<file path="config.mk">
export PLATFORM = sky130hd
export DESIGN_NAME = gop_port_bank
export DESIGN_NICKNAME = d
export VERILOG_FILES = /design/src/rtl/gop_port_bank.v
export VERILOG_INCLUDE_DIRS = /design/src /design/src/inc
export SDC_FILE = /design/constraint.sdc
export NUM_CORES = 1
export LEC_CHECK = 0
export ABC_AREA = 1
export BUFFER_PORTS_ARGS = -buffer_cell sky130_fd_sc_hd__buf_2
export CELL_PAD_IN_SITES_DETAIL_PLACEMENT = 0
export CELL_PAD_IN_SITES_GLOBAL_PLACEMENT = 1
export CORE_ASPECT_RATIO = 1.1
export CORE_MARGIN = 8
export CORE_UTILIZATION = 40
export CTS_CLUSTER_SIZE = 40
export DETAILED_ROUTE_END_ITERATION = 8
export HOLD_SLACK_MARGIN = 0.02
export MAX_ROUTING_LAYER = met4
export PLACE_DENSITY = 0.77
export SLEW_MARGIN = 20
export SYNTH_ARGS = -nofsm -noshare
export SYNTH_HDL_FRONTEND = slang
export SYNTH_SLANG_ARGS = --single-unit
</file>
<file path="constraint.sdc">
create_clock -name clk_i -period 1.85 [get_ports clk_i]
set_input_delay 0.185 -clock clk_i [delete_from_list [all_inputs] [get_ports clk_i]]
set_output_delay 0.185 -clock clk_i [all_outputs]
set_load 0.05 [all_outputs]
</file>
<file path="src/inc/gop_defs.vh">
`ifndef GOP_DEFS_VH
`define GOP_DEFS_VH

// ----------------------------------------------------------------
// Register offsets (byte registers on the plain port)
// ----------------------------------------------------------------
`define GOP_A_DATA0      4'h0
`define GOP_A_DATA1      4'h1
`define GOP_A_DATA2      4'h2
`define GOP_A_DATA3      4'h3
`define GOP_A_DATA5      4'h4
`define GOP_A_FLOAT0     4'h5
`define GOP_A_FLOAT1     4'h6
`define GOP_A_FLOAT2     4'h7
`define GOP_A_SPECIAL    4'h8
`define GOP_A_MODE       4'h9
`define GOP_A_LEVEL0     4'ha
`define GOP_A_LEVEL1     4'hb
`define GOP_A_LEVEL2     4'hc
`define GOP_A_LEVEL3     4'hd
`define GOP_A_LEVEL5     4'he

// ----------------------------------------------------------------
// Reset values
// ----------------------------------------------------------------
`define GOP_RST_DATA     8'h00
`define GOP_RST_FLOAT    8'h00
`define GOP_RST_SPECIAL  5'h00
`define GOP_RST_MODE     2'h0

// ----------------------------------------------------------------
// Field positions in the first float register
// ----------------------------------------------------------------
`define GOP_F_GROUP0_LOW   0
`define GOP_F_GROUP0_HIGH  1
`define GOP_F_GROUP1_LOW   2
`define GOP_F_GROUP1_HIGH  3
`define GOP_F_SPARE_A      4
`define GOP_F_SPARE_B      5
`define GOP_F_PIN_FIFTY    6
`define GOP_F_PIN_FIFTYONE 7

// ----------------------------------------------------------------
// Bus modes
// ----------------------------------------------------------------
`define GOP_MODE_SINGLE  2'h0
`define GOP_MODE_EXP64K  2'h1
`define GOP_MODE_EXP512K 2'h2

// ----------------------------------------------------------------
// Pin indices in the flat pin vector
// ----------------------------------------------------------------
`define GOP_P_RD         19
`define GOP_P_WR         20
`define GOP_P_CL         21
`define GOP_P_FR         22
`define GOP_P_TOUT       23
`define GOP_P_CE0        24
`define GOP_P_FOUT       28
`define GOP_P_BZ         32
`define GOP_P_BACK       33

`endif

</file>
<file path="src/rtl/gop_port_bank.v">
// Notes on behaviour
// - The full variant has 34 output pins and the reduced one has 30.
// - Port logic owns the pins only in single-chip mode; expanded modes give some pins to the bus.
// - Data and float bits of pins given to the bus stay plain storage with no effect on them.
// - Data and float bits of the four unbonded pins stay read/write storage.
// - Every pin is an output that software can float; pins above the first sixteen are always push-pull.
// - Five pins can carry a special signal instead of their data level.
// - Each of the first sixteen pins is fixed as push-pull or open-drain, push-pull by default.
// - The first sixteen pins float in nibble groups; every other pin floats alone.
// - A float bit of 1 floats its pin or group, 0 drives it in its fixed push-pull or open-drain style.
// - A reserved 2-bit field in float space is plain read/write storage.
// - A data bit of 1 drives its pin high (releases it on an open-drain pin) and 0 drives it low when not floated.
// - Data writes land while floated and show as soon as the pin drives again.
// - On the reduced variant the float bits of absent pins are plain storage.
//
// Added by the designer: the plain strobed port and the register offsets.
`include "gop_defs.vh"

module gop_port_bank #(
   parameter        FULL_VARIANT = 1,
   parameter [15:0] OD_MASK      = 16'h0000
) (
   input  wire        clk_i,
   input  wire        rst_n_i,
   input  wire        ce_i,
   input  wire [3:0]  addr_i,
   input  wire [7:0]  wdata_i,
   input  wire        wr_i,
   input  wire        rd_i,
   input  wire [18:0] bus_addr_i,
   input  wire        bus_rd_n_i,
   input  wire        bus_wr_n_i,
   input  wire [3:0]  bus_ce_n_i,
   input  wire        bus_back_n_i,
   input  wire [4:0]  spec_sig_i,
   output wire [7:0]  rdata_o,
   output wire [33:0] pin_o,
   output wire [33:0] pin_oe_o
);

   // ----------------------------------------------------------------
   // Storage
   // ----------------------------------------------------------------
   reg  [7:0]  data0_reg;
   reg  [7:0]  data1_reg;
   reg  [7:0]  data2_reg;
   reg  [7:0]  data3_reg;
   reg  [1:0]  data5_reg;
   reg  [7:0]  float0_reg;
   reg  [7:0]  float1_reg;
   reg  [7:0]  float2_reg;
   reg  [4:0]  special_reg;
   reg  [1:0]  mode_reg;
   reg  [7:0]  rdata_reg;
   reg  [33:0] pin_reg;
   reg  [33:0] pin_oe_reg;

   reg  [7:0]  rdata_next;
   reg  [33:0] pin_next;
   reg  [33:0] pin_oe_next;

   wire [33:0] data_vec;
   wire [33:0] float_vec;
   wire [33:0] od_vec;
   wire        wr_en;
   wire        rd_en;

   assign wr_en = ce_i & wr_i;
   assign rd_en = ce_i & rd_i;

   // ----------------------------------------------------------------
   // Helpers
   // ----------------------------------------------------------------
   // Spreads the four nibble group bits over the first sixteen pins
   function [15:0] group_spread;
      input [3:0] grp;
      integer     k;
      begin
         group_spread = 16'h0000;
         for (k = 0; k < 16; k = k + 1) begin
            group_spread[k] = grp[k / 4];
         end
      end
   endfunction

   // Register readback; also used for the pin level view
   function [7:0] read_mux;
      input [3:0]  a;
      input [33:0] lvl;
      begin
         case (a)
            `GOP_A_DATA0:   read_mux = data0_reg;
            `GOP_A_DATA1:   read_mux = data1_reg;
            `GOP_A_DATA2:   read_mux = data2_reg;
            `GOP_A_DATA3:   read_mux = data3_reg;
            `GOP_A_DATA5:   read_mux = {6'h00, data5_reg};
            `GOP_A_FLOAT0:  read_mux = float0_reg;
            `GOP_A_FLOAT1:  read_mux = float1_reg;
            `GOP_A_FLOAT2:  read_mux = float2_reg;
            `GOP_A_SPECIAL: read_mux = {3'h0, special_reg};
            `GOP_A_MODE:    read_mux = {6'h00, mode_reg};
            `GOP_A_LEVEL0:  read_mux = lvl[7:0];
            `GOP_A_LEVEL1:  read_mux = lvl[15:8];
            `GOP_A_LEVEL2:  read_mux = lvl[23:16];
            `GOP_A_LEVEL3:  read_mux = lvl[31:24];
            `GOP_A_LEVEL5:  read_mux = {6'h00, lvl[33:32]};
            default:        read_mux = 8'h00;
         endcase
      end
   endfunction

   // ----------------------------------------------------------------
   // Register writes
   // ----------------------------------------------------------------
   // Writes are taken in any bus mode and while floated, so bus-owned
   // and unbonded pins keep working storage.
   always @(posedge clk_i or negedge rst_n_i) begin
      if (!rst_n_i) begin
         data0_reg   <= `GOP_RST_DATA;
         data1_reg   <= `GOP_RST_DATA;
         data2_reg   <= `GOP_RST_DATA;
         data3_reg   <= `GOP_RST_DATA;
         data5_reg   <= 2'h0;
         float0_reg  <= `GOP_RST_FLOAT;
         float1_reg  <= `GOP_RST_FLOAT;
         float2_reg  <= `GOP_RST_FLOAT;
         special_reg <= `GOP_RST_SPECIAL;
         mode_reg    <= `GOP_RST_MODE;
      end else if (wr_en) begin
         case (addr_i)
            `GOP_A_DATA0:   data0_reg   <= wdata_i;
            `GOP_A_DATA1:   data1_reg   <= wdata_i;
            `GOP_A_DATA2:   data2_reg   <= wdata_i;
            `GOP_A_DATA3:   data3_reg   <= wdata_i;
            `GOP_A_DATA5:   data5_reg   <= wdata_i[1:0];
            `GOP_A_FLOAT0:  float0_reg  <= wdata_i;
            `GOP_A_FLOAT1:  float1_reg  <= wdata_i;
            `GOP_A_FLOAT2:  float2_reg  <= wdata_i;
            `GOP_A_SPECIAL: special_reg <= wdata_i[4:0];
            `GOP_A_MODE:    mode_reg    <= wdata_i[1:0];
            default: begin
            end
         endcase
      end
   end

   // ----------------------------------------------------------------
   // Flat views of data, float and drive style
   // ----------------------------------------------------------------
   assign data_vec = {data5_reg, data3_reg, data2_reg,
                      data1_reg, data0_reg};

   // Spare bits 4 and 5 of the first float register map to no pin
   assign float_vec = {float0_reg[`GOP_F_PIN_FIFTYONE],
                       float0_reg[`GOP_F_PIN_FIFTY],
                       float2_reg,
                       float1_reg,
                       group_spread(float0_reg[3:0])};

   // Open-drain exists only on the first sixteen pins
   assign od_vec = {18'h00000, OD_MASK};

   // ----------------------------------------------------------------
   // Pin drive
   // ----------------------------------------------------------------
   always @* begin
      // Plain port behaviour: level from data, float from control
      pin_next    = data_vec;
      pin_oe_next = ~float_vec & ~(od_vec & data_vec);

      // Special signals replace the level, float control still applies
      if (special_reg[0]) begin
         pin_next[`GOP_P_CL] = spec_sig_i[0];
      end
      if (special_reg[1]) begin
         pin_next[`GOP_P_FR] = spec_sig_i[1];
      end
      if (special_reg[2]) begin
         pin_next[`GOP_P_TOUT] = spec_sig_i[2];
      end
      if (special_reg[3]) begin
         pin_next[`GOP_P_FOUT] = spec_sig_i[3];
      end
      if (special_reg[4]) begin
         pin_next[`GOP_P_BZ] = spec_sig_i[4];
      end

      // Bus-owned pins are always driven and ignore their registers
      case (mode_reg)
         `GOP_MODE_SINGLE: begin
         end
         `GOP_MODE_EXP64K: begin
            pin_next[15:0]          = bus_addr_i[15:0];
            pin_oe_next[15:0]       = 16'hffff;
            pin_next[`GOP_P_RD]     = bus_rd_n_i;
            pin_next[`GOP_P_WR]     = bus_wr_n_i;
            pin_oe_next[`GOP_P_RD]  = 1'b1;
            pin_oe_next[`GOP_P_WR]  = 1'b1;
         end
         default: begin
            pin_next[18:0]          = bus_addr_i;
            pin_oe_next[18:0]       = 19'h7ffff;
            pin_next[`GOP_P_RD]     = bus_rd_n_i;
            pin_next[`GOP_P_WR]     = bus_wr_n_i;
            pin_oe_next[`GOP_P_RD]  = 1'b1;
            pin_oe_next[`GOP_P_WR]  = 1'b1;
            pin_next[27:24]         = bus_ce_n_i;
            pin_oe_next[27:24]      = 4'hf;
            pin_next[`GOP_P_BACK]   = bus_back_n_i;
            pin_oe_next[`GOP_P_BACK] = 1'b1;
         end
      endcase

      // Reduced variant: four pins do not exist, their bits stay storage
      if (FULL_VARIANT == 0) begin
         pin_next[31:29]          = 3'h0;
         pin_oe_next[31:29]       = 3'h0;
         pin_next[`GOP_P_BACK]    = 1'b0;
         pin_oe_next[`GOP_P_BACK] = 1'b0;
      end
   end

   // ----------------------------------------------------------------
   // Output and readback flip-flops
   // ----------------------------------------------------------------
   // Pins come from flip-flops so a glitch on the special or bus inputs
   // never reaches the pad mid-cycle; cost is one cycle of latency.
   always @* begin
      rdata_next = 8'h00;
      if (rd_en) begin
         rdata_next = read_mux(addr_i, pin_reg);
      end
   end

   always @(posedge clk_i or negedge rst_n_i) begin
      if (!rst_n_i) begin
         rdata_reg  <= 8'h00;
         pin_reg    <= 34'h000000000;
         pin_oe_reg <= 34'h000000000;
      end else if (ce_i) begin
         rdata_reg  <= rdata_next;
         pin_reg    <= pin_next;
         pin_oe_reg <= pin_oe_next;
      end
   end

   assign rdata_o  = rdata_reg;
   assign pin_o    = pin_reg;
   assign pin_oe_o = pin_oe_reg;

endmodule

</file>
==> flow_summary.ini <==
[synth]
synthAdderAreaFrac_pct = 0
synth_compound_area_share_pct = 12.4
synthCells = 738
synthSimpleGateAreaFrac_pct = 27.0
ys_warn_count = 0
ys_seq_area_share_pct = 53.9
ys_ff_latch = 129
synth_top_family_by_area = simple AND/OR/NAND/NOR gates
ys_types = 23
synth_xor_area_share_pct = 0
synth.avg_cell_area_um2 = 8.11
muxShareOfSynthArea_pct = 0.836
synth_area_um2 = 5990
synthesis.nets = 786

[finish]
nets = 904
largest_reg_flops = 34
fill_cells = 1498
finalNonFillerCells = 1063
final_common_cell = nand2_1
syn2layout_area_growth_pct = 21.9
final_area_um2 = 7300
final_cell_mix = nand2_1 (259), dfrtp_1 (129), o21ai_0 (122), buf_2 (122), nor2_1 (71)
antenna_cells = 0
final_layout_size_suffix_gt1_share_pct = 21.0

[critical_path]
ff2ff_path_depth = 5
critPathRequiredTime_ns = 2.14
start_kind = register
critical_path_class = register to register
cp-end-kind = register
critPathArrivalTime_ns = 1.68
crit_path_start = mode_reg[0]
timing.rr.start = mode_reg[0]
cp_max_fo = 18

[place]
dp.cells = 1032
gp_congestion = 0.939
dp.final_hpwl_mm = 14.8
post-place-ws_ns = 0.334
place_area_um2 = 6730
io_buffers = 123

[sta]
period_share_pct = 74.9
rsz0062_at_grt = no
period_minus_slack_ns = 1.39
hold_violations = 0
tns_ns = 0
setup_violations = 0
fin_skew_ns = 0.00554
max_slew_margin_pct = 62.3
fmax_ghz = 0.722
worst_slack_ns = 0.464
maxSlewViolCount = 0
tightest_slew_ns = 0.564

[route]
wire_per_inst_um = 19.0
drt_wl_total_mm = 20.2
final_antenna_net_count = 0
drc = 0
vias_per_cell = 5.24
vias = 5566
first_iter_violations = 515
dr.pass1.iters = 5

[floorplan]
core_region_area_um2 = 14800
die_y_um = 144
die_w_um = 133
fp-row-count = 47
start_util_pct = 40.4
ios = 124
dieArea_um2 = 19100

[power]
p_leak_nw = 3.70
power.internal_w = 0.00598
p_seq_share_pct = 40.3
p_total_w = 0.00971
comb_power_share_pct = 26.9
power.share.clock_pct = 32.9
ir_drop_uv = 597
switching_share_pct = 38.4
power.density_nw_per_um2 = 1330
switchingPower_w = 0.00373

[clock_tree]
clockBufferDepth = 2
cts_setup_buffers = 0
cts-root-buf = clkbuf_16
cts_sinks = 129
h-tree-depth = 4
path_clk_slew_ns = 0.06
clock_latency_ns = 0.42
cts_tree = built
cts_made_buffers = 17

[global_route]
gr-total-overflow = 0
grt_start_max_net_pins = 78
grt_pass1_vias = 5547
grt_pass1_wl_mm = 31.8
met3_usage_pct = 4.55
antenna_found_initial = 0
met2_usage_pct = 34.0
grt_busiest_layer = met2
track_usage_pct = 22.3
gr-usage-met1_pct = 28.2

[hold_path]
hold_path_startpoint = bus_ce_n_i[0]
hp-class = input port to register
holdPathStages = 3

[flow_run]
cap_violations = 0

[status]
status = finished, final reports clean
==> critical path, stage by stage (launching register included) <==
cell	delay, ns
dfrtp_1	0.40
nor2_1	0.25
clkinv_1	0.14
buf_4	0.23
nor2_1	0.14
o21ai_0	0.10
==> area by class of cell <==
| cell class | count | area, um2 | share of cell area [%] |
|---|---|---|---|
| Tap cell | 196 | 245 | 3.36 |
| Inverter | 34 | 128 | 1.75 |
| Multi-Input combinational cell | 541 | 2410 | 33.0 |
| Clock buffer | 25 | 505 | 6.92 |
| Sequential cell | 129 | 3230 | 44.2 |
| Timing Repair Buffer | 133 | 733 | 10.0 |
| Clock inverter | 5 | 52.6 | 0.720 |
==> synthesized netlist by cell type <==
master | instances | share of area (%)
nand2_2 | 7 | 0.73
clkbuf_1 | 12 | 0.75
buf_4 | 12 | 1.5
nor2_8 | 1 | 0.33
inv_1 | 30 | 1.9
nor2_2 | 3 | 0.31
o21ai_1 | 9 | 0.75
inv_2 | 3 | 0.19
buf_6 | 6 | 1.1
nand3_1 | 38 | 3.2
o21ai_0 | 122 | 10
buf_2 | 4 | 0.33
nor2_4 | 6 | 1.1
nor2_1 | 71 | 4.5
nor3_1 | 1 | 0.084
mux2i_1 | 5 | 0.84
nand2_4 | 3 | 0.56
nand2_1 | 259 | 16
clkinv_1 | 1 | 0.063
dfrtp_1 | 129 | 54
a21oi_1 | 13 | 1.1
o22ai_1 | 2 | 0.21
a31oi_1 | 1 | 0.10
==> power groups by stage <==
stage | Clock (W) | Combinational (W) | Sequential, W
after CTS | 0.00322 | 0.00264 | 0.00390
final | 0.00319 | 0.00261 | 0.00391
after detailed placement | 0 | 0.00263 | 0.00394
after global routing | 0.00335 | 0.00281 | 0.00397
after floorplan | 0 | 0.000953 | 0.00471
after global placement | 0 | 0.00258 | 0.00394
==> repair_timing <==
item | CTS | global route
resized for setup | 0 | 0
hold buffers | 1 | 0
endpoints found under the hold margin | 129 | 0
==> layer usage <==
metal  vias to the layer above  wire [um]
li1                       2611          -
met4                         0        612
met2                       201       9370
met5                         -          0
met1                      2714       9100
met3                        40       1140
==> stage by stage <==
| stage | hold slack (ns) | util [%] |
|---|---|---|
| final | 0.0448 | 49.3 |
| after global routing | 0.0575 | 49.3 |
| after CTS | 0.0383 | 49.3 |
| after detailed placement | 0.215 | 45.4 |
| after global placement | 0.213 | 45.4 |
| after floorplan | -0.111 | - |
==> cell families after synthesis <==
group / count (synthesis)
flops: 129
compound gates: 147
mux: 5
simple gates: 389
buf+inv: 68
==> path summary, 6_finish.rpt <==
check / to / slack [ns]
worst min register to register: rdata_o[1] / 0.47
max in group asynchronous: pin_oe_o[27] / 1.13
min in group asynchronous: pin_o[16] / 0.31
worst max-delay path: pin_o[7] / 0.46
worst max register to register: pin_o[7] / 0.46
worst min-delay path: pin_o[24] / 0.04
(Power assumes the default switching activity.)
